## src/core/gdc_defines.vh

```
// Register offsets, field positions, reset values and timing constants
`ifndef GDC_DEFINES_VH
`define GDC_DEFINES_VH

`define GDC_ADDR_W          4
`define GDC_OFS_MODE_CTRL   4'h6
`define GDC_OFS_AMP_TIMING  4'h7
`define GDC_OFS_DRIVE_STR   4'h8
`define GDC_OFS_OCP_CTRL    4'h9
`define GDC_OFS_PHA_SELECT  4'ha

`define GDC_RST_MODE_CTRL   8'h35
`define GDC_RST_AMP_TIMING  8'h50
`define GDC_RST_DRIVE_STR   8'hff
`define GDC_RST_OCP_CTRL    8'h00
`define GDC_RST_PHA_SELECT  8'h14

`define GDC_BIT_CLEAR       7
`define GDC_LOCK_HI         6
`define GDC_LOCK_LO         4
`define GDC_BIT_SCHEME      3
`define GDC_LOCK_CODE       3'h6
`define GDC_UNLOCK_CODE     3'h3
`define GDC_ROUTE_FLOAT     3'h7
`define GDC_ROUTE_LOW       3'h0

// Retry waits and sleep time
`define GDC_CLK_MHZ         100
`define GDC_RETRY_LONG_US   4000
`define GDC_RETRY_SHORT_US  70
`define GDC_SLEEP_US        850
`define GDC_RETRY_LONG_CYC  (`GDC_RETRY_LONG_US * `GDC_CLK_MHZ)
`define GDC_RETRY_SHORT_CYC (`GDC_RETRY_SHORT_US * `GDC_CLK_MHZ)
`define GDC_SLEEP_CYC       (`GDC_SLEEP_US * `GDC_CLK_MHZ)

`endif

```

## src/core/gdc_gate_route.v

```verilog
// One gate driver input router with float handling
`timescale 1ns/1ps
`include "gdc_defines.vh"
module gdc_gate_route
(
  input  wire       clk_sys_i,
  input  wire       rst_n_i,
  input  wire [2:0] route_i,
  input  wire [5:0] gate_inputs_i,
  output reg        drive_o,
  output reg        drive_en_o
);
  reg next_drive;
  always @*
  begin
    // Code 0 forces low, 1..6 pick an input, 7 floats
    next_drive = 1'b0;
    if ((route_i != `GDC_ROUTE_LOW) && (route_i != `GDC_ROUTE_FLOAT))
      next_drive = gate_inputs_i[route_i - 3'h1]; // [RL17] [RL18]
  end
  always @(posedge clk_sys_i)
  begin
    if (!rst_n_i)
    begin
      drive_o    <= 1'b0;
      drive_en_o <= 1'b0;
    end
    else
    begin
      drive_o    <= next_drive;
      drive_en_o <= (route_i != `GDC_ROUTE_FLOAT); // [RL19]
    end
  end
endmodule // gdc_gate_route

```

## src/core/gdc_retry_timer.v

```verilog
// Retry wait timer for one overcurrent detector
`timescale 1ns/1ps
`include "gdc_defines.vh"
module gdc_retry_timer
#(
  parameter LONG_CYC  = `GDC_RETRY_LONG_CYC,
  parameter SHORT_CYC = `GDC_RETRY_SHORT_CYC
)
(
  input  wire clk_sys_i,
  input  wire rst_n_i,
  input  wire start_i,
  input  wire short_i,
  output reg  busy_o
);
  reg [31:0] count;
  always @(posedge clk_sys_i)
  begin
    if (!rst_n_i)
    begin
      count  <= 32'h0;
      busy_o <= 1'b0;
    end
    else if (start_i && !busy_o)
    begin
      // Wait length latched at the start of the retry
      count  <= short_i ? SHORT_CYC[31:0] - 32'h1
                        : LONG_CYC[31:0] - 32'h1; // [RL14] [RL15]
      busy_o <= 1'b1;
    end
    else if (busy_o)
    begin
      if (count == 32'h0)
        busy_o <= 1'b0;
      else
        count <= count - 32'h1;
    end
  end
endmodule // gdc_retry_timer

```

## src/core/gdc_control_regs.v

```verilog
// Gate driver control register bank
// Contract
// RL1: Writing fault-clear as one clears all set fault status flags.
// RL2: Fault-clear bit returns to zero by itself.
// RL3: Lock code in guard field blocks all writes except the guard field.
// RL4: Unlock code in guard field reenables writes to all registers.
// RL5: Other guard codes leave lock state unchanged.
// RL6: Scheme bit: zero independent high/low inputs, one PWM scheme.
// RL7: Three-bit shunt trip level selects one of eight thresholds.
// RL8: Two-bit dead time: 50, 100, 200 or 400 ns.
// RL9: Two-bit gate slew limit: 500, 1000, 2000 or 4000 ns.
// RL10: Four enable bits power back-EMF and three shunt amplifiers.
// RL11: Four-bit high-side drive strength; sink is twice source.
// RL12: Four-bit low-side drive strength, same table, sink doubled.
// RL13: Four-bit drain-source trip level in sixteen steps.
// RL14: Shunt retry wait bit: long when zero, short when one.
// RL15: Drain-source retry wait bit: long when zero, short when one.
// RL16: Two-bit filter time shared by both overcurrent detectors.
// RL17: Phase-A high route: 0 low, 1-6 inputs, 7 float.
// RL18: Phase-A low route uses the same encoding.
// RL19: Route all ones switches driver source and sink off.
// RL20: Supply-low level bit: lower when zero, higher when one.
// RL21: Comparator 1 hysteresis: band when zero, none when one.
// RL22: Latched shutdown released by fault-clear or long enable low pulse.
// RL23: Locked write to guard register updates only the guard field.
// RL24: Fault-clear is a one-cycle pulse and reads back zero.
`timescale 1ns/1ps
`include "gdc_defines.vh"
module gdc_control_regs
#(
  parameter LONG_CYC  = `GDC_RETRY_LONG_CYC,
  parameter SHORT_CYC = `GDC_RETRY_SHORT_CYC,
  parameter SLEEP_CYC = `GDC_SLEEP_CYC
)
(
  input  wire       clk_sys_i,
  input  wire       rst_n_i,
  input  wire       wr_en_i,
  input  wire       rd_en_i,
  input  wire [3:0] addr_i,
  input  wire [7:0] wr_data_i,
  output reg  [7:0] rd_data_o,
  output reg        rd_valid_o,
  input  wire       enable_pin_i,
  input  wire       shunt_trip_i,
  input  wire       drain_source_trip_i,
  input  wire [1:0] shunt_fault_response_i,
  input  wire [1:0] drain_source_fault_response_i,
  input  wire [5:0] gate_inputs_i,
  output reg        fault_clear_request_o,
  output reg        write_locked_o,
  output reg        input_scheme_select_o,
  output reg  [2:0] shunt_trip_level_o,
  output reg  [1:0] dead_time_o,
  output reg  [1:0] gate_slew_limit_o,
  output reg        backemf_amp_on_o,
  output reg        shunt_amp1_on_o,
  output reg        shunt_amp2_on_o,
  output reg        shunt_amp3_on_o,
  output reg  [3:0] high_side_drive_strength_o,
  output reg  [3:0] low_side_drive_strength_o,
  output reg  [3:0] drain_source_trip_level_o,
  output reg        shunt_retry_wait_o,
  output reg        drain_source_retry_wait_o,
  output reg  [1:0] overcurrent_filter_time_o,
  output reg        supply_low_level_select_o,
  output reg        comparator1_hysteresis_o,
  output reg        shunt_latched_o,
  output reg        drain_source_latched_o,
  output reg        shunt_retry_busy_o,
  output reg        drain_source_retry_busy_o,
  output wire       phase_a_high_drive_o,
  output wire       phase_a_high_drive_en_o,
  output wire       phase_a_low_drive_o,
  output wire       phase_a_low_drive_en_o
);
  localparam MODE_LATCH = 2'h0;
  localparam MODE_RETRY = 2'h1;
  // Reset images feed the field output flops; RST_MODE also resets mode_ctrl
  localparam [7:0] RST_MODE = `GDC_RST_MODE_CTRL;
  localparam [7:0] RST_AMP  = `GDC_RST_AMP_TIMING;
  localparam [7:0] RST_DRV  = `GDC_RST_DRIVE_STR;
  localparam [7:0] RST_OCP  = `GDC_RST_OCP_CTRL;
  localparam [7:0] RST_PHA  = `GDC_RST_PHA_SELECT;

  reg  [6:0]  mode_ctrl;
  reg  [7:0]  amp_timing;
  reg  [7:0]  drive_str;
  reg  [7:0]  ocp_ctrl;
  reg  [7:0]  pha_select;
  reg  [31:0] sleep_count;
  reg         enable_q;
  reg         next_locked;
  wire [2:0]  guard_code;
  wire        do_write;
  wire        sleep_release;
  wire        shunt_busy;
  wire        ds_busy;

  assign guard_code = wr_data_i[`GDC_LOCK_HI:`GDC_LOCK_LO];
  // Locked bank still accepts the guard field of the guard register
  assign do_write = wr_en_i && !write_locked_o; // [RL3]

  always @*
  begin
    next_locked = write_locked_o;
    if (wr_en_i && addr_i == `GDC_OFS_MODE_CTRL)
    begin
      if (guard_code == `GDC_LOCK_CODE)
        next_locked = 1'b1; // [RL3]
      else if (guard_code == `GDC_UNLOCK_CODE)
        next_locked = 1'b0; // [RL4]
      // Any other code keeps the lock as is [RL5]
    end
  end

  // Register writes; guard field always stored as written
  always @(posedge clk_sys_i)
  begin
    if (!rst_n_i)
    begin
      mode_ctrl  <= RST_MODE[6:0];
      amp_timing <= `GDC_RST_AMP_TIMING;
      drive_str  <= `GDC_RST_DRIVE_STR;
      ocp_ctrl   <= `GDC_RST_OCP_CTRL;
      pha_select <= `GDC_RST_PHA_SELECT;
    end
    else if (wr_en_i)
    begin
      case (addr_i)
        `GDC_OFS_MODE_CTRL:
        begin
          mode_ctrl[6:4] <= guard_code; // [RL23]
          if (do_write)
            mode_ctrl[3:0] <= wr_data_i[3:0];
        end
        `GDC_OFS_AMP_TIMING:
          if (do_write)
            amp_timing <= wr_data_i;
        `GDC_OFS_DRIVE_STR:
          if (do_write)
            drive_str <= wr_data_i;
        `GDC_OFS_OCP_CTRL:
          if (do_write)
            ocp_ctrl <= wr_data_i;
        `GDC_OFS_PHA_SELECT:
          if (do_write)
            pha_select <= wr_data_i;
        default:
          ;
      endcase
    end
  end

  // Readback; clear bit always reads zero
  always @(posedge clk_sys_i)
  begin
    if (!rst_n_i)
    begin
      rd_data_o  <= 8'h00;
      rd_valid_o <= 1'b0;
    end
    else
    begin
      rd_valid_o <= rd_en_i;
      case (addr_i)
        `GDC_OFS_MODE_CTRL:  rd_data_o <= {1'b0, mode_ctrl}; // [RL24] [RL2]
        `GDC_OFS_AMP_TIMING: rd_data_o <= amp_timing;
        `GDC_OFS_DRIVE_STR:  rd_data_o <= drive_str;
        `GDC_OFS_OCP_CTRL:   rd_data_o <= ocp_ctrl;
        `GDC_OFS_PHA_SELECT: rd_data_o <= pha_select;
        default:             rd_data_o <= 8'h00;
      endcase
    end
  end

  // Long enable low pulse counts as a fault release
  always @(posedge clk_sys_i)
  begin
    if (!rst_n_i)
    begin
      sleep_count <= 32'h0;
      enable_q    <= 1'b1;
    end
    else
    begin
      enable_q <= enable_pin_i;
      if (enable_pin_i)
        sleep_count <= 32'h0;
      else if (sleep_count <= SLEEP_CYC[31:0])
        sleep_count <= sleep_count + 32'h1;
    end
  end
  assign sleep_release = enable_pin_i && !enable_q &&
                         (sleep_count > SLEEP_CYC[31:0]); // [RL22]

  // Field outputs and fault handling
  always @(posedge clk_sys_i)
  begin
    if (!rst_n_i)
    begin
      fault_clear_request_o      <= 1'b0;
      write_locked_o             <= 1'b0;
      input_scheme_select_o      <= RST_MODE[`GDC_BIT_SCHEME];
      shunt_trip_level_o         <= RST_MODE[2:0];
      dead_time_o                <= RST_AMP[7:6];
      gate_slew_limit_o          <= RST_AMP[5:4];
      backemf_amp_on_o           <= RST_AMP[3];
      shunt_amp1_on_o            <= RST_AMP[2];
      shunt_amp2_on_o            <= RST_AMP[1];
      shunt_amp3_on_o            <= RST_AMP[0];
      high_side_drive_strength_o <= RST_DRV[7:4];
      low_side_drive_strength_o  <= RST_DRV[3:0];
      drain_source_trip_level_o  <= RST_OCP[7:4];
      shunt_retry_wait_o         <= RST_OCP[3];
      drain_source_retry_wait_o  <= RST_OCP[2];
      overcurrent_filter_time_o  <= RST_OCP[1:0];
      supply_low_level_select_o  <= RST_PHA[3];
      comparator1_hysteresis_o   <= RST_PHA[7];
      shunt_latched_o            <= 1'b0;
      drain_source_latched_o     <= 1'b0;
      shunt_retry_busy_o         <= 1'b0;
      drain_source_retry_busy_o  <= 1'b0;
    end
    else
    begin
      // Pulse for one cycle on an unlocked write of one; never stored
      fault_clear_request_o <= do_write && addr_i == `GDC_OFS_MODE_CTRL &&
                               wr_data_i[`GDC_BIT_CLEAR]; // [RL1] [RL24]
      write_locked_o             <= next_locked;
      input_scheme_select_o      <= mode_ctrl[`GDC_BIT_SCHEME]; // [RL6]
      shunt_trip_level_o         <= mode_ctrl[2:0];      // [RL7]
      dead_time_o                <= amp_timing[7:6];     // [RL8]
      gate_slew_limit_o          <= amp_timing[5:4];     // [RL9]
      backemf_amp_on_o           <= amp_timing[3];       // [RL10]
      shunt_amp1_on_o            <= amp_timing[2];       // [RL10]
      shunt_amp2_on_o            <= amp_timing[1];       // [RL10]
      shunt_amp3_on_o            <= amp_timing[0];       // [RL10]
      high_side_drive_strength_o <= drive_str[7:4];      // [RL11]
      low_side_drive_strength_o  <= drive_str[3:0];      // [RL12]
      drain_source_trip_level_o  <= ocp_ctrl[7:4];       // [RL13]
      shunt_retry_wait_o         <= ocp_ctrl[3];         // [RL14]
      drain_source_retry_wait_o  <= ocp_ctrl[2];         // [RL15]
      overcurrent_filter_time_o  <= ocp_ctrl[1:0];       // [RL16]
      supply_low_level_select_o  <= pha_select[3];       // [RL20]
      comparator1_hysteresis_o   <= pha_select[7];       // [RL21]
      shunt_retry_busy_o         <= shunt_busy;
      drain_source_retry_busy_o  <= ds_busy;
      // Trip in latch mode sets latch; set wins over a same-cycle release
      if (shunt_trip_i && shunt_fault_response_i == MODE_LATCH)
        shunt_latched_o <= 1'b1;
      else if (fault_clear_request_o || sleep_release)
        shunt_latched_o <= 1'b0; // [RL22] [RL1]
      if (drain_source_trip_i &&
          drain_source_fault_response_i == MODE_LATCH)
        drain_source_latched_o <= 1'b1;
      else if (fault_clear_request_o || sleep_release)
        drain_source_latched_o <= 1'b0; // [RL22] [RL1]
    end
  end

  gdc_retry_timer #(
    .LONG_CYC  (LONG_CYC),
    .SHORT_CYC (SHORT_CYC)
  ) u_shunt_retry (
    .clk_sys_i (clk_sys_i),
    .rst_n_i   (rst_n_i),
    .start_i   (shunt_trip_i && shunt_fault_response_i == MODE_RETRY),
    .short_i   (ocp_ctrl[3]), // [RL14]
    .busy_o    (shunt_busy)
  );

  gdc_retry_timer #(
    .LONG_CYC  (LONG_CYC),
    .SHORT_CYC (SHORT_CYC)
  ) u_ds_retry (
    .clk_sys_i (clk_sys_i),
    .rst_n_i   (rst_n_i),
    .start_i   (drain_source_trip_i &&
                drain_source_fault_response_i == MODE_RETRY),
    .short_i   (ocp_ctrl[2]), // [RL15]
    .busy_o    (ds_busy)
  );

  gdc_gate_route u_high_route (
    .clk_sys_i     (clk_sys_i),
    .rst_n_i       (rst_n_i),
    .route_i       (pha_select[6:4]), // [RL17]
    .gate_inputs_i (gate_inputs_i),
    .drive_o       (phase_a_high_drive_o),
    .drive_en_o    (phase_a_high_drive_en_o)
  );

  gdc_gate_route u_low_route (
    .clk_sys_i     (clk_sys_i),
    .rst_n_i       (rst_n_i),
    .route_i       (pha_select[2:0]), // [RL18]
    .gate_inputs_i (gate_inputs_i),
    .drive_o       (phase_a_low_drive_o),
    .drive_en_o    (phase_a_low_drive_en_o)
  );
endmodule // gdc_control_regs

```

## config.mk

```make
export PLATFORM = sky130hd
export DESIGN_NAME = gdc_control_regs
export DESIGN_NICKNAME = d
export VERILOG_FILES = /design/src/core/gdc_gate_route.v /design/src/core/gdc_retry_timer.v /design/src/core/gdc_control_regs.v
export VERILOG_INCLUDE_DIRS = /design/src /design/src/core
export SDC_FILE = /design/constraint.sdc
export NUM_CORES = 1
export LEC_CHECK = 0
export ABC_AREA = 1
export BUFFER_PORTS_ARGS = -buffer_cell sky130_fd_sc_hd__buf_2
export CAP_MARGIN = 30
export CORE_MARGIN = 2
export CORE_UTILIZATION = 38
export DETAILED_ROUTE_END_ITERATION = 8
export GPL_TIMING_DRIVEN = 0
export SYNTH_ARGS = -nofsm -noshare
export SYNTH_HDL_FRONTEND = slang
export SYNTH_SLANG_ARGS = --single-unit
```

## constraint.sdc

```tcl
create_clock -name clk_sys_i -period 2.1 [get_ports clk_sys_i]
set_input_delay 0.63 -clock clk_sys_i [delete_from_list [all_inputs] [get_ports clk_sys_i]]
set_output_delay 0.63 -clock clk_sys_i [all_outputs]
set_load 0.05 [all_outputs]
```

; Yosys cells after proc, flatten, opt, wreduce, memory -nomap -nowiden
; Cells that the tools add are included.
[totals]
reg_bits = 187
latchBits = 0
mem_bits_rw = 0
mem_bits_ro = 0
in_bits = 29
output_inout_bits = 49
word_cells = 129
memories = 0
[classes]
n_addsub = 5
n_mul = 0
n_div = 0
order_cmp = 4
eq_ne = 13
shift = 0
muxes = 24
bitwise_logic = 1
reduce_logical = 42
[op_table]
columns = operator, count
row1 = two-way mux 32 bit, 6
row2 = logical NOT 32 bit, 2
row3 = "subtractor 32 x 1 -> 32 bit, second input constant", 2
row4 = one-hot mux 8 bit (5 select lines), 1
row5 = two-way mux 19 bit, 2
row6 = "adder 32 x 1 -> 32 bit, second input constant", 1
row7 = "> comparator 32 x 17 -> 1 bit, second input constant", 1
row8 = "<= comparator 32 x 17 -> 1 bit, second input constant", 1
row9 = AND reduction 3 bit, 5
row10 = logical AND 1 bit, 14
row11 = two-way mux 1 bit, 13
row12 = "equality test 4 bit, second input constant", 3
row13 = AND reduction 2 bit, 6
row14 = nonzero test 2 bit, 5
row15 = "equality test 4 x 3 -> 1 bit, second input constant", 2
row16 = "< comparator 3 x 4 -> 1 bit, second input constant", 2
row17 = binary-select mux 1 bit (select 3 bit), 2
row18 = "!= test 3 bit, second input constant", 2
row19 = nonzero test 3 bit, 2
row20 = "subtractor 3 x 1 -> 3 bit, second input constant", 2
row21 = "equality test 2 x 1 -> 1 bit, second input constant", 2
row22 = logical NOT 1 bit, 4
row23 = logical NOT 2 bit, 2
row24 = "!= test 2 x 1 -> 1 bit, second input constant", 2
row25 = 5 further kinds, 5

; Longest topological paths before layout
; Gate-level depths: netlist of the first run.
[depth]
word_depth = 6
ltp_mapped = 14
mapped_depth_nobuf = 13

; By module
; From an unflattened synthesis of the first run, not the netlist that was laid out.
[hier_totals]
cells_unflattened = 1340
area_unflattened_um2 = 9156.3
[modules_own_cells]
columns = module, instances, cells_per_inst, area_per_inst_um2, seq_area_each_um2
row1 = gdc_control_regs, 1, 568, 4394.2, 2342.2
row2 = gdc_retry_timer, 2, 355, 2185.8, 660.6
row3 = gdc_gate_route, 2, 31, 195.2, 40.0

; Worst setup path before layout of the first run
; No wires, ideal clock.
[synth_timing]
path_type = input-to-reg
from = input addr_i[2]
to = register drive_str[5]
setup_time_ns = 0.069
arrival_ns = 1.739
t_required_ns = 2.031
slack_ns = 0.292
path_stages = 8
cell_sequence = inv_1 nand2_1 nor3_1 inv_1 nor2_1 buf_2 a21oi_1 o21ai_1
[synth_via]
elab_chain_len = 2
[synth_rtl]
columns = element, line_no
row1 = from (decl), gdc_control_regs.v:40  ; input wire [3:0] addr_i,
row2 = equality test 4 bit, gdc_control_regs.v:130  ; case (addr_i)
row3 = AND reduction 3 bit (no line), --
row4 = to (signal assigned), gdc_control_regs.v:124  ; drive_str <= `GDC_RST_DRIVE_STR;
row5 = to (signal assigned), gdc_control_regs.v:142  ; drive_str <= wr_data_i;
row6 = to (decl), gdc_control_regs.v:88  ; reg [7:0] drive_str;
; Every way passes these cells.
; A chain may end at the register's enable or synchronous reset.

; Final worst setup path of the first run
[layout_timing]
from = input rst_n_i
to = register sleep_count[11]
[layout_via]
elab_chain_len = 2
[layout_rtl]
columns = element, line_no
row1 = from (decl), gdc_control_regs.v:37  ; input wire rst_n_i,
row2 = inverter 1 bit (no line), --
row3 = OR reduction 2 bit (no line), --
row4 = to (signal assigned), gdc_control_regs.v:191  ; sleep_count <= sleep_count + 32'h1;
row5 = to (decl), gdc_control_regs.v:91  ; reg [31:0] sleep_count;
; Every way passes these cells.

==> out/qor.json, run 1 <==
{
  "status": {"value": "completed"},
  "cellLeakagePower": {"value": 0.004743, "unit": "uW"},
  "floorplan.die.width": {"value": 155.9, "unit": "um"},
  "detail_route.iter0.violations": {"value": 508},
  "floorplan.io_pins": {"value": 78},
  "worst_min_delay_path_endpoint": {"value": "rd_valid_o"},
  "antennaDiodeCount": {"value": 0},
  "drt-total-wl": {"value": 22840, "unit": "um"},
  "startpoint_type": {"value": "input pin"},
  "synth_most_common_cell": {"value": "sky130_fd_sc_hd__nand2_1"},
  "power-per-cell-area": {"value": 990.5, "unit": "nW/um2"},
  "critical_path_buf_inv_count": {"value": 4},
  "routed_wire_length_per_instance": {"value": 13.71, "unit": "um"},
  "multi_input_area": {"value": 4233, "unit": "um2"},
  "yosys_warning_total": {"value": 0},
  "die_height": {"value": 155.9, "unit": "um"},
  "cells_taking_the_most_area_after_synthesis": {"value": "sky130_fd_sc_hd__dfxtp_1 43%, sky130_fd_sc_hd__nand2_1 12%, sky130_fd_sc_hd__nor2_1 9.2%, sky130_fd_sc_hd__inv_1 7.2%, sky130_fd_sc_hd__a21oi_1 6.1%"},
  "design.final.nets": {"value": 1410},
  "syn_nets": {"value": 1314},
  "firstDrtPassIters": {"value": 5},
  "finalCritPeriodShare": {"value": 93.06, "unit": "%"},
  "synth_cells": {"value": 1273},
  "gp_congestion": {"value": 0.8955},
  "multiplexer_share_of_the_synthesized_area": {"value": 0, "unit": "%"},
  "critical_path.slowest_cell": {"value": "sky130_fd_sc_hd__nor2_2"},
  "global_route_wire_length_before_repair": {"value": 37490, "unit": "um"},
  "h-tree-depth": {"value": 4},
  "synth_top_cell_area_share": {"value": 42.69, "unit": "%"},
  "ff_latch_area": {"value": 3744, "unit": "um2"},
  "synthSimpleGateAreaFrac": {"value": 29.99, "unit": "%"},
  "drt_drc_violations_left": {"value": 0},
  "synth_compound_area_share": {"value": 13.10, "unit": "%"},
  "grt.overflow.total": {"value": 0},
  "clock_sinks": {"value": 187},
  "layout_min_cycle_time": {"value": 1954, "unit": "ps"},
  "worstPathArrival": {"value": 2320, "unit": "ps"},
  "vias_in_the_first_global_route": {"value": 7534},
  "placeableCoreArea": {"value": 22640, "unit": "um2"},
  "synthesized_area_fraction_occupied_by_adder_cells": {"value": 1.712, "unit": "%"},
  "max_freq": {"value": 511.7, "unit": "MHz"},
  "cp.required": {"value": 2470, "unit": "ps"},
  "synth_area_per_cell": {"value": 6.888, "unit": "um2"},
  "finalHoldViolCount": {"value": 0},
  "rsz_0062_raised_after_global_routing": {"value": "true"},
  "reg2regPathDepth": {"value": 9},
  "max-vdd-ir-drop": {"value": 438.9, "unit": "uV"},
  "post_synth_xor_area_fraction": {"value": 3.096, "unit": "%"},
  "gr-usage-all-layers": {"value": 19.33, "unit": "%"},
  "asr_flop_ratio_synth": {"value": 0, "unit": "%"},
  "count_of_maximum_capacitance_violations": {"value": 0},
  "drive_above_1_share": {"value": 11.51, "unit": "%"},
  "synth-seq-area-share": {"value": 42.69, "unit": "%"},
  "clock-skew-final": {"value": 12.43, "unit": "ps"},
  "cts_max_path_buffers": {"value": 2},
  "clock_tree_root_buffer_cell": {"value": "sky130_fd_sc_hd__clkbuf_16"},
  "cts_tree": {"value": "yes"},
  "num-fill-cells": {"value": 2328},
  "std_cell_rows": {"value": 55},
  "fin_setup_tns": {"value": 0, "unit": "ps"},
  "end_kind": {"value": "register"},
  "clk-insertion-delay-late": {"value": 440, "unit": "ps"},
  "grt_max_degree": {"value": 17},
  "hpwl": {"value": 17020, "unit": "um"},
  "syn-cell-area": {"value": 8768, "unit": "um2"},
  "die_area": {"value": 24310, "unit": "um2"},
  "clk_transition_reported_paths": {"value": 70, "unit": "ps"},
  "area.growth.synth_to_final": {"value": 15.84, "unit": "%"},
  "cp_cell_sequence": {"value": "buf_2 > clkinv_1 > nor2_2 > inv_1 > clkbuf_1 > a21oi_1"},
  "cts-hold-fix-buffers": {"value": 0},
  "slew_headroom": {"value": 53.22, "unit": "%"},
  "cts_inserted_buffers": {"value": 17},
  "antenna_violations_before_repair": {"value": 0},
  "path_class": {"value": "input pin to register"},
  "slew_at_the_pin_closest_to_its_max_slew_limit": {"value": 701.7, "unit": "ps"},
  "detail-route-antenna-nets": {"value": 0},
  "timing.hold.ws": {"value": 365.3, "unit": "ps"},
  "crit_path_max_incr_delay": {"value": 520, "unit": "ps"},
  "crit_family": {"value": "buffers and inverters"},
  "cts_post_setup_buffers_inserted": {"value": 0},
  "hold_path_startpoint": {"value": "rd_en_i"},
  "reg2reg_slack": {"value": 170, "unit": "ps"},
  "start_util": {"value": 38.73, "unit": "%"},
  "largest_family_of_logic_cells_by_synthesized_area": {"value": "simple AND/OR/NAND/NOR gates"},
  "count_of_flip_flops_with_a_built_in_enable_after_synthesis": {"value": 0},
  "via_count": {"value": 8211},
  "worstHoldPathCells": {"value": 3},
  "synth.lib_cells_used.distinct": {"value": 41},
  "worstReg2RegStart": {"value": "u_shunt_retry.count[0]"},
  "count_of_state_elements_after_synthesis": {"value": 187},
  "timing.rr.end": {"value": "u_shunt_retry.count[30]"},
  "netlist.top_cell.by_area": {"value": "sky130_fd_sc_hd__dfxtp_1"},
  "worst-path-max-fanout": {"value": 10},
  "netlist_top_cells_count": {"value": "284 x sky130_fd_sc_hd__nand2_1, 214 x sky130_fd_sc_hd__nor2_1, 187 x sky130_fd_sc_hd__dfxtp_1"},
  "finalSetupViolCount": {"value": 0},
  "postSynth.topFlopCell": {"value": "sky130_fd_sc_hd__dfxtp_1"},
  "worst_hold_check_path_type": {"value": "input pin to register"},
  "timing_max_transition_violations_final": {"value": 0},
  "vias_per_cell": {"value": 4.929},
  "numPortBuffers": {"value": 77}
}
-- power by group --
part           switching (uW)  total [uW]  leakage [uW]  internal [uW]
combinational            1840        2770       0.00294            927
sequential                176        3900       0.00152           3720
clock                    1440        3390      0.000291           1950
-- through the flow --
stage	setup WS [ps]	total power, uW	util (%)	instances	cell area [um2]
after floorplan	291.9	6067	-	1273	8768
after global placement	-374.3	6656	42.01	1635	9510
after detailed placement	-452.8	6676	42.01	1635	9510
after CTS	1.884	10060	44.71	1666	10120
after global routing	-35.72	10670	44.86	1666	10160
final	145.8	10060	44.86	1666	10160
-- layer usage --
layer,share of wire (%),up-vias,track usage [%]
met3,4.3,39,2.861
li1,-,4249,-
met1,48,3726,25.74
met2,46,197,31.69
met4,2.3,0,7.427
met5,0,-,0
-- placed cells by master, fill, tap and decap left out, types with 3 or more instances in the layout --
cell / n
sky130_fd_sc_hd__nor4_1: 4
sky130_fd_sc_hd__a21oi_1: 106
sky130_fd_sc_hd__xnor2_1: 7
sky130_fd_sc_hd__nand4_1: 27
sky130_fd_sc_hd__buf_1: 3
sky130_fd_sc_hd__buf_2: 86
sky130_fd_sc_hd__o21ai_0: 60
sky130_fd_sc_hd__clkbuf_16: 17
sky130_fd_sc_hd__or2_2: 9
sky130_fd_sc_hd__a211oi_1: 7
sky130_fd_sc_hd__o22ai_1: 15
sky130_fd_sc_hd__clkinv_1: 4
sky130_fd_sc_hd__nor2_2: 10
sky130_fd_sc_hd__bufinv_16: 3
sky130_fd_sc_hd__inv_1: 169
sky130_fd_sc_hd__inv_6: 5
sky130_fd_sc_hd__dfxtp_1: 187
sky130_fd_sc_hd__nor3_1: 13
sky130_fd_sc_hd__ha_1: 12
sky130_fd_sc_hd__buf_6: 4
sky130_fd_sc_hd__nor2_4: 6
sky130_fd_sc_hd__nor2_1: 211
sky130_fd_sc_hd__clkbuf_1: 17
sky130_fd_sc_hd__nand3_1: 51
sky130_fd_sc_hd__nand2_1: 284
sky130_fd_sc_hd__xor2_1: 24
sky130_fd_sc_hd__clkinvlp_4: 3
sky130_fd_sc_hd__o21bai_1: 4
sky130_fd_sc_hd__o211ai_1: 7
-- tightest hold or removal path, delay by kind of cell --
kind,cells,cell delay (ps)
buf+inv,2,110
simple gates,1,40
-- how the worst max path moves through the flow --
stage / startpoint / to / slack (ps) / cells past startpoint
CTS: addr_i[2] / drive_str[7] / 2 / 8
detailed placement: addr_i[2] / drive_str[7] / -450 / 8
global placement: addr_i[2] / drive_str[5] / -370 / 9
finish: rst_n_i / sleep_count[11] / 150 / 6
floorplan: addr_i[2] / drive_str[5] / 290 / 8
global route: u_shunt_retry.count[0] / u_shunt_retry.count[30] / -40 / 9
-- cell families (layout without fill, tap and decap cells) --
| logic type | after synthesis | count (layout) |
|---|---|---|
| simple gates | 626 | 626 |
| fa+ha+maj | 12 | 12 |
| compound gates | 209 | 209 |
| flops | 187 | 187 |
| xor+xnor | 31 | 31 |
| buf+inv | 208 | 316 |
-- repair_timing --
| item | CTS | global route |
|---|---|---|
| gates resized for setup | 0 | 10 |
| endpoints found under the setup margin | 0 | 26 |
| endpoints found under the hold margin | 0 | 0 |
-- layout make-up --
class	count	share of cell area (%)
sequential	187	36.86
clock inverter	11	1.540
inverter	175	6.492
multi-input combinational	878	41.67
buffer	33	1.638
tap	285	3.511
clock buffer	20	4.496
timing repair buffer	77	3.794
-- registers in the layout (all words and copies together) (netlist names), 2 cells and up --
name	count
high_side_drive_strength_o	4
overcurrent_filter_time_o	2
rd_data_o	8
ocp_ctrl	8
drain_source_trip_level_o	4
amp_timing	8
sleep_count	32
u_shunt_retry.count	32
gate_slew_limit_o	2
pha_select	8
shunt_trip_level_o	3
mode_ctrl	7
drive_str	8
low_side_drive_strength_o	4
u_ds_retry.count	32
dead_time_o	2
(Power assumes the default switching activity.)
==> run 2, diff against run 1 <==
CORE_ASPECT_RATIO = 2   (was not set)
CTS_CLUSTER_DIAMETER = 120   (was not set)
==> run 2 against run 1 <==
  * Global-route usage is 2.5 points higher
  * Cell area hardly changed
  * Final cell count hardly changed
  * Total power is 0.47% higher
  * Clock skew is 2.4 ps lower
  * Largest cell class unchanged
  * Largest power group unchanged
==> out/qor.json, run 2 (synthesis gave the netlist of run 1 again) <==
{
  "clk-insertion-delay-late": {"value": 460, "unit": "ps", "change": "+20 ps"},
  "post_placement_cell_count": {"value": 1630, "change": "-0.31%"},
  "firstDrtPassIters": {"value": 5, "change": "unchanged"},
  "clock_tree_root_buffer_cell": {"value": "sky130_fd_sc_hd__clkbuf_16"},
  "final_area": {"value": 10160, "unit": "um2", "change": "about the same"},
  "detail_route.iter0.violations": {"value": 384, "change": "-24%"},
  "reg2regPathDepth": {"value": 9, "change": "unchanged"},
  "path_class": {"value": "register to register"},
  "placement.cell_area": {"value": 9504, "unit": "um2", "change": "about the same"},
  "placeableCoreArea": {"value": 22640, "unit": "um2", "change": "about the same"},
  "die_area": {"value": 24380, "unit": "um2", "change": "+0.30%"},
  "numPortBuffers": {"value": 77, "change": "unchanged"},
  "antennaDiodeCount": {"value": 0, "change": "unchanged"},
  "drive_above_1_share": {"value": 12.13, "unit": "%", "change": "+0.62 points"},
  "floorplan.die.width": {"value": 111.4, "unit": "um", "change": "-29%"},
  "power-per-cell-area": {"value": 994.4, "unit": "nW/um2", "change": "+0.39%"},
  "cellLeakagePower": {"value": 0.004754, "unit": "uW", "change": "+0.24%"},
  "drt_drc_violations_left": {"value": 0, "change": "unchanged"},
  "global_route_wire_length_before_repair": {"value": 41220, "unit": "um", "change": "+9.9%"},
  "reg2reg_slack": {"value": 140, "unit": "ps", "change": "-30 ps"},
  "slew_headroom": {"value": 44.62, "unit": "%", "change": "-8.6 points"},
  "cts-hold-fix-buffers": {"value": 0, "change": "unchanged"},
  "cp.required": {"value": 2480, "unit": "ps", "change": "about the same"},
  "finalNonFillerCells": {"value": 1665, "change": "-0.060%"},
  "area.growth.synth_to_final": {"value": 15.92, "unit": "%", "change": "about the same"},
  "count_of_maximum_capacitance_violations": {"value": 0, "change": "unchanged"},
  "clock-skew-final": {"value": 10.02, "unit": "ps", "change": "-2.407 ps"},
  "slew_at_the_pin_closest_to_its_max_slew_limit": {"value": 830.8, "unit": "ps", "change": "+129.1 ps"},
  "timing_max_transition_violations_final": {"value": 0, "change": "unchanged"},
  "vias_per_cell": {"value": 5.056, "change": "+2.6%"},
  "design.final.nets": {"value": 1413, "change": "+0.21%"},
  "start_util": {"value": 38.73, "unit": "%", "change": "about the same"},
  "cpMostUsedCell": {"value": "sky130_fd_sc_hd__nand3_1"},
  "routed_wire_length_per_instance": {"value": 15.78, "unit": "um", "change": "+15%"},
  "cts_max_path_buffers": {"value": 2, "change": "unchanged"},
  "max-vdd-ir-drop": {"value": 584.5, "unit": "uV", "change": "+33%"},
  "h-tree-depth": {"value": 4, "change": "unchanged"},
  "crit_path_max_incr_delay": {"value": 300, "unit": "ps", "change": "-220 ps"},
  "antenna_violations_before_repair": {"value": 0, "change": "unchanged"},
  "cts_tree": {"value": "yes"},
  "fin_setup_tns": {"value": 0, "unit": "ps", "change": "unchanged"},
  "gp_congestion": {"value": 0.9747, "change": "+8.8%"},
  "finalCritPeriodShare": {"value": 93.38, "unit": "%", "change": "+0.32 points"},
  "worstPathArrival": {"value": 2340, "unit": "ps", "change": "+20 ps"},
  "clock_sinks": {"value": 187, "change": "unchanged"},
  "finalSetupViolCount": {"value": 0, "change": "unchanged"},
  "floorplan.io_pins": {"value": 78, "change": "unchanged"},
  "wirelength_met1": {"value": 9346, "unit": "um", "change": "-15%"},
  "highest_routing_layer_actually_used": {"value": "met4"},
  "final_cell_mix": {"value": "284 x sky130_fd_sc_hd__nand2_1, 208 x sky130_fd_sc_hd__nor2_1, 187 x sky130_fd_sc_hd__dfxtp_1"},
  "finalHoldViolCount": {"value": 0, "change": "unchanged"},
  "status": {"value": "completed"},
  "layout_min_cycle_time": {"value": 1961, "unit": "ps", "change": "+6.643 ps"},
  "std_cell_rows": {"value": 78, "change": "+42%"},
  "die_height": {"value": 218.8, "unit": "um", "change": "+40%"},
  "worstReg2RegStart": {"value": "u_shunt_retry.count[0]"},
  "wire_length_on_met3": {"value": 814, "unit": "um", "change": "-16%"},
  "rsz_0062_raised_after_global_routing": {"value": "true"},
  "clk_transition_reported_paths": {"value": 70, "unit": "ps", "change": "about the same"},
  "detail-route-antenna-nets": {"value": 0, "change": "unchanged"},
  "post-route-util": {"value": 44.89, "unit": "%", "change": "about the same"},
  "gr-usage-all-layers": {"value": 21.84, "unit": "%", "change": "+2.5 points"},
  "timing.rr.end": {"value": "u_shunt_retry.count[30]"},
  "end_kind": {"value": "register"},
  "drt-total-wl": {"value": 26270, "unit": "um", "change": "+15%"},
  "cp-endpoint": {"value": "u_shunt_retry.count[30]"},
  "grt.overflow.total": {"value": 0, "change": "unchanged"},
  "worst-path-max-fanout": {"value": 5, "change": "-5"},
  "layout.cells.most_common": {"value": "sky130_fd_sc_hd__nand2_1"},
  "worst_hold_check_path_type": {"value": "input pin to register"},
  "max_freq": {"value": 510.0, "unit": "MHz", "change": "-0.34%"},
  "grt_max_degree": {"value": 19, "change": "+2"},
  "cp_cell_sequence": {"value": "inv_1 > ha_1 > nand3_1 > nor2_2 > nand2_1 > nor2_1 > xor2_1 > nand3_1 > a21oi_1"},
  "vias_in_the_first_global_route": {"value": 8102, "change": "+7.5%"},
  "met2WireLength": {"value": 14500, "unit": "um", "change": "+39%"},
  "cts_inserted_buffers": {"value": 17, "change": "unchanged"},
  "biggestRegsByFlops": {"value": "sleep_count (32), u_ds_retry.count (32), u_shunt_retry.count (32)"},
  "startpoint_type": {"value": "register"},
  "hpwl": {"value": 20390, "unit": "um", "change": "+20%"},
  "critical_path.slowest_cell": {"value": "sky130_fd_sc_hd__dfxtp_1"},
  "crit_path_start": {"value": "u_shunt_retry.count[0]"},
  "via_count": {"value": 8418, "change": "+2.5%"}
}
[run 2: changes by cell type in the layout (fill, tap and decap cells not counted), moves of 2 or more]
cell,before,now
sky130_fd_sc_hd__nor2_2,10,13
sky130_fd_sc_hd__clkinv_2,2,4
sky130_fd_sc_hd__clkinv_8,0,2
sky130_fd_sc_hd__buf_4,0,3
sky130_fd_sc_hd__bufinv_16,3,1
sky130_fd_sc_hd__nor2_1,211,208
sky130_fd_sc_hd__clkinv_4,0,3
sky130_fd_sc_hd__inv_8,0,2
sky130_fd_sc_hd__inv_6,5,3
sky130_fd_sc_hd__clkinvlp_4,3,1
[run 2: area by class of cell]
cell class	instances	area, um2
clock buffers	18	439.2
repair buffers	80	407.9
inverters	175	659.4
fillers	2403	12480
clock inverters	14	155.1
well taps	280	350.3
flip-flops and latches	187	3744
multi-input cells	878	4243
plain buffers	33	166.4
[run 2: timing repair]
action	in CTS	in global routing
resized for setup	0	14
setup buffers	0	3
endpoints found under the setup margin	0	41
[run 2: worst min-delay path by stage]
stage | startpoint | to | cells past startpoint
final | rd_en_i | rd_valid_o | 3
after global routing | rd_en_i | rd_valid_o | 3
after CTS | rd_en_i | rd_valid_o | 3
after detailed placement | sleep_count[23] | sleep_count[23] | 2
after global placement | sleep_count[19] | sleep_count[19] | 2
after floorplan | drive_str[4] | high_side_drive_strength_o[0] | 2
[run 2: metal layers]
layer / GRT usage, % / vias to the layer above
li1: - / 4240
met1: 20.43 / 3903
met2: 42.72 / 199
met3: 3.618 / 76
met4: 14.36 / 0
met5: 0 / -
[run 2: worst max-delay path, delay by kind of cell, from the launching register on]
family	cells	cell delay, ps
AOI/OAI and AO/OA	1	140
xor gates and xnor gates	1	170
adders and majority gates	1	230
buffers and inverters	1	120
DFF	1	300
and+or+nand+nor	5	920
[run 2: report_power, final]
part | switching [uW] | leakage, uW | internal (uW)
clock | 1580 | 0.000291 | 1710
sequential | 180 | 0.00152 | 3720
combinational | 1970 | 0.00295 | 942
[run 2: per-stage QoR]
step | setup WS [ps] | hold WS (ps) | total power, uW
2_1_floorplan | 291.9 | 401.1 | 6067
3_3_place_gp | -358.6 | 414.2 | 6769
3_5_place_dp | -324.2 | 420.4 | 6799
4_1_cts | 5.413 | 344.9 | 10090
5_1_grt | -12.54 | 378.6 | 10650
6_report | 139.1 | 359.6 | 10110
==> run 3, diff against run 2 <==
RECOVER_POWER = 50   (was not set)
==> run 3 against run 2 <==
  * Clock skew up 0.61 ps
  * Worst hold slack lost 3.0 ps
  * Highest routed layer unchanged
  * Cell area decreased by 0.64%
  * Worst setup slack better by 4.1 ps
  * Critical path depth is the same
  * Global-route usage is the same
  * First-iteration DRC count is 3.6% higher
  * Clock-buffer cell count is the same
  * Combinational power about the same
  * Sequential share of layout area grew 0.24 points
  * Sequential power about the same
==> out/qor.json, run 3 (synthesis gave the netlist of run 1 again) <==
{
  "h-tree-depth": {"value": 4, "change": "unchanged"},
  "multi_input_area": {"value": 4243, "unit": "um2", "change": "unchanged"},
  "drt_drc_violations_left": {"value": 0, "change": "unchanged"},
  "design.final.nets": {"value": 1413, "change": "unchanged"},
  "biggestRegsByFlops": {"value": "sleep_count (32), u_ds_retry.count (32), u_shunt_retry.count (32)"},
  "crit_path_max_incr_delay": {"value": 300, "unit": "ps", "change": "about the same"},
  "floorplan.die.width": {"value": 111.4, "unit": "um", "change": "unchanged"},
  "layout.cells.most_common": {"value": "sky130_fd_sc_hd__nand2_1"},
  "count_of_maximum_capacitance_violations": {"value": 0, "change": "unchanged"},
  "wirelength_met1": {"value": 9321, "unit": "um", "change": "-0.27%"},
  "grt.overflow.total": {"value": 0, "change": "unchanged"},
  "crit_family": {"value": "simple AND/OR/NAND/NOR gates"},
  "clock_sinks": {"value": 187, "change": "unchanged"},
  "cts_tree": {"value": "yes"},
  "cts_inserted_buffers": {"value": 17, "change": "unchanged"},
  "critical_path_buf_inv_count": {"value": 1, "change": "unchanged"},
  "clock-skew-final": {"value": 10.63, "unit": "ps", "change": "+0.6086 ps"},
  "max_freq": {"value": 511.0, "unit": "MHz", "change": "+0.21%"},
  "end_kind": {"value": "register"},
  "floorplan.io_pins": {"value": 78, "change": "unchanged"},
  "rsz_0062_raised_after_global_routing": {"value": "true"},
  "die_area": {"value": 24380, "unit": "um2", "change": "unchanged"},
  "clk-insertion-delay-late": {"value": 460, "unit": "ps", "change": "about the same"},
  "max-vdd-ir-drop": {"value": 587.5, "unit": "uV", "change": "+0.51%"},
  "detailedPlace.worstSlack": {"value": -324.2, "unit": "ps", "change": "unchanged"},
  "worst-path-max-fanout": {"value": 5, "change": "unchanged"},
  "detail-route-antenna-nets": {"value": 0, "change": "unchanged"},
  "met2WireLength": {"value": 14570, "unit": "um", "change": "+0.48%"},
  "std_cell_rows": {"value": 78, "change": "unchanged"},
  "slew_at_the_pin_closest_to_its_max_slew_limit": {"value": 832.6, "unit": "ps", "change": "+1.809 ps"},
  "power-per-cell-area": {"value": 1000, "unit": "nW/um2", "change": "+0.58%"},
  "antennaDiodeCount": {"value": 0, "change": "unchanged"},
  "gr-usage-all-layers": {"value": 21.84, "unit": "%", "change": "unchanged"},
  "finalCritPeriodShare": {"value": 93.18, "unit": "%", "change": "-0.19 points"},
  "numPortBuffers": {"value": 77, "change": "unchanged"},
  "power.internal": {"value": 6368, "unit": "uW", "change": "-0.13%"},
  "cts_max_path_buffers": {"value": 2, "change": "unchanged"},
  "via_count": {"value": 8390, "change": "-0.33%"},
  "startpoint_type": {"value": "register"},
  "grt_max_degree": {"value": 19, "change": "unchanged"},
  "num-fill-cells": {"value": 2428, "change": "+1.0%"},
  "swShare": {"value": 36.96, "unit": "%", "change": "+0.046 points"},
  "cp.required": {"value": 2490, "unit": "ps", "change": "about the same"},
  "path_class": {"value": "register to register"},
  "detail_route.iter0.violations": {"value": 398, "change": "+3.6%"},
  "area.growth.synth_to_final": {"value": 15.18, "unit": "%"},
  "start_util": {"value": 38.73, "unit": "%", "change": "unchanged"},
  "firstDrtPassIters": {"value": 5, "change": "unchanged"},
  "routed_wire_length_per_instance": {"value": 15.79, "unit": "um", "change": "+0.10%"},
  "critical_path.slowest_cell": {"value": "sky130_fd_sc_hd__dfxtp_1"},
  "antenna_violations_before_repair": {"value": 0, "change": "unchanged"},
  "vias_per_cell": {"value": 5.039, "change": "-0.33%"},
  "vias_in_the_first_global_route": {"value": 8102, "change": "unchanged"},
  "power.share.sequential": {"value": 38.6, "unit": "%", "change": "about the same"},
  "hpwl": {"value": 20390, "unit": "um", "change": "unchanged"},
  "layout_min_cycle_time": {"value": 1957, "unit": "ps", "change": "-4.080 ps"},
  "drive_above_1_share": {"value": 8.520, "unit": "%", "change": "-3.6 points"},
  "final_cell_mix": {"value": "284 x sky130_fd_sc_hd__nand2_1, 208 x sky130_fd_sc_hd__nor2_1, 187 x sky130_fd_sc_hd__dfxtp_1"},
  "slew_headroom": {"value": 44.49, "unit": "%", "change": "-0.12 points"},
  "cpMostUsedCell": {"value": "sky130_fd_sc_hd__nand3_1"},
  "worstPathArrival": {"value": 2340, "unit": "ps", "change": "about the same"},
  "finalPower": {"value": 10100, "unit": "uW", "change": "about the same"},
  "power.share.clock": {"value": 32.6, "unit": "%", "change": "about the same"},
  "cp_cell_sequence": {"value": "inv_1 > ha_1 > nand3_1 > nor2_2 > nand2_1 > nor2_1 > xor2_1 > nand3_1 > a21oi_1"},
  "worst_hold_check_path_type": {"value": "input pin to register"},
  "wire_length_on_met3": {"value": 817, "unit": "um", "change": "+0.37%"},
  "cellLeakagePower": {"value": 0.004583, "unit": "uW", "change": "-3.6%"},
  "highest_routing_layer_actually_used": {"value": "met4"},
  "die_height": {"value": 218.8, "unit": "um", "change": "unchanged"},
  "placeableCoreArea": {"value": 22640, "unit": "um2", "change": "unchanged"},
  "share_comb_of_total_power": {"value": 28.8, "unit": "%", "change": "about the same"},
  "finalSetupViolCount": {"value": 0, "change": "unchanged"},
  "clock_tree_root_buffer_cell": {"value": "sky130_fd_sc_hd__clkbuf_16"},
  "timing_max_transition_violations_final": {"value": 0, "change": "unchanged"},
  "drt-total-wl": {"value": 26300, "unit": "um", "change": "+0.10%"},
  "status": {"value": "completed"},
  "finalHoldViolCount": {"value": 0, "change": "unchanged"},
  "gp_congestion": {"value": 0.9747, "change": "unchanged"},
  "final.setup.worst_slack": {"value": 143.2, "unit": "ps", "change": "+4.080 ps"},
  "ff_latch_area": {"value": 3744, "unit": "um2", "change": "unchanged"},
  "global_route_wire_length_before_repair": {"value": 41220, "unit": "um", "change": "unchanged"},
  "netSwitchingPower": {"value": 3734, "unit": "uW", "change": "about the same"},
  "clk_transition_reported_paths": {"value": 70, "unit": "ps", "change": "about the same"}
}
## run 3: cell type report
class / count / area share, %
Multi-Input combinational cell: 878 / 42.01
Sequential cell: 187 / 37.07
Inverter: 175 / 6.529
Clock buffer: 18 / 4.348
Tap cell: 280 / 3.469
Timing Repair Buffer: 80 / 3.394
Buffer: 33 / 1.648
Clock inverter: 14 / 1.536
## run 3: timing repair
action / 4_1_cts / 5_1_grt
resized for setup: 0 / 14
endpoints found under the hold margin: 0 / 0
hold buffers: 0 / 0
setup endpoints to repair: 0 / 41
setup buffers: 0 / 3
## run 3: per-layer routing
layer	vias to the layer above	track usage, %
li1	4234	-
met1	3897	20.43
met2	186	42.72
met3	73	3.618
met4	0	14.36
met5	-	0
## run 3: final timing paths
kind / slack (ps) / from / end / cells after the start
worst max-delay path: 140 / u_shunt_retry.count[0] / u_shunt_retry.count[30] / 9
worst min-delay path: 360 / rd_en_i / rd_valid_o / 3
worst max register to register: 140 / u_shunt_retry.count[0] / u_shunt_retry.count[30] / 9
worst min register to register: 430 / sleep_count[18] / sleep_count[18] / 2
## run 3: power by group through the flow
stage / Sequential (uW) / Combinational [uW] / Clock, uW
after floorplan: 4010 / 2060 / 0
after global placement: 3980 / 2790 / 0
after detailed placement: 3980 / 2820 / 0
after CTS: 3900 / 2830 / 3360
after global routing: 3920 / 3240 / 3480
final: 3900 / 2910 / 3290
## run 3: worst register-to-register path: stages, from the launching register on
cell and delay, ps:
sky130_fd_sc_hd__dfxtp_1 300, sky130_fd_sc_hd__inv_1 120, sky130_fd_sc_hd__ha_1 230, sky130_fd_sc_hd__nand3_1 260, sky130_fd_sc_hd__nor2_2 300, sky130_fd_sc_hd__nand2_1 110, sky130_fd_sc_hd__nor2_1 170, sky130_fd_sc_hd__xor2_1 180
sky130_fd_sc_hd__nand3_1 80, sky130_fd_sc_hd__a21oi_1 140
## run 3: per-stage QoR
| stage | instances | cell area, um2 | utilization, % | hold WS [ps] | setup TNS [ps] |
|---|---|---|---|---|---|
| floorplan | 1273 | 8768 | - | 401.1 | 0 |
| global placement | 1630 | 9504 | 41.98 | 414.2 | -13240 |
| detailed placement | 1630 | 9504 | 41.98 | 420.4 | -16780 |
| CTS | 1662 | 10100 | 44.60 | 344.9 | 0 |
| global route | 1665 | 10100 | 44.61 | 378.6 | -12.54 |
| finish | 1665 | 10100 | 44.61 | 356.6 | 0 |
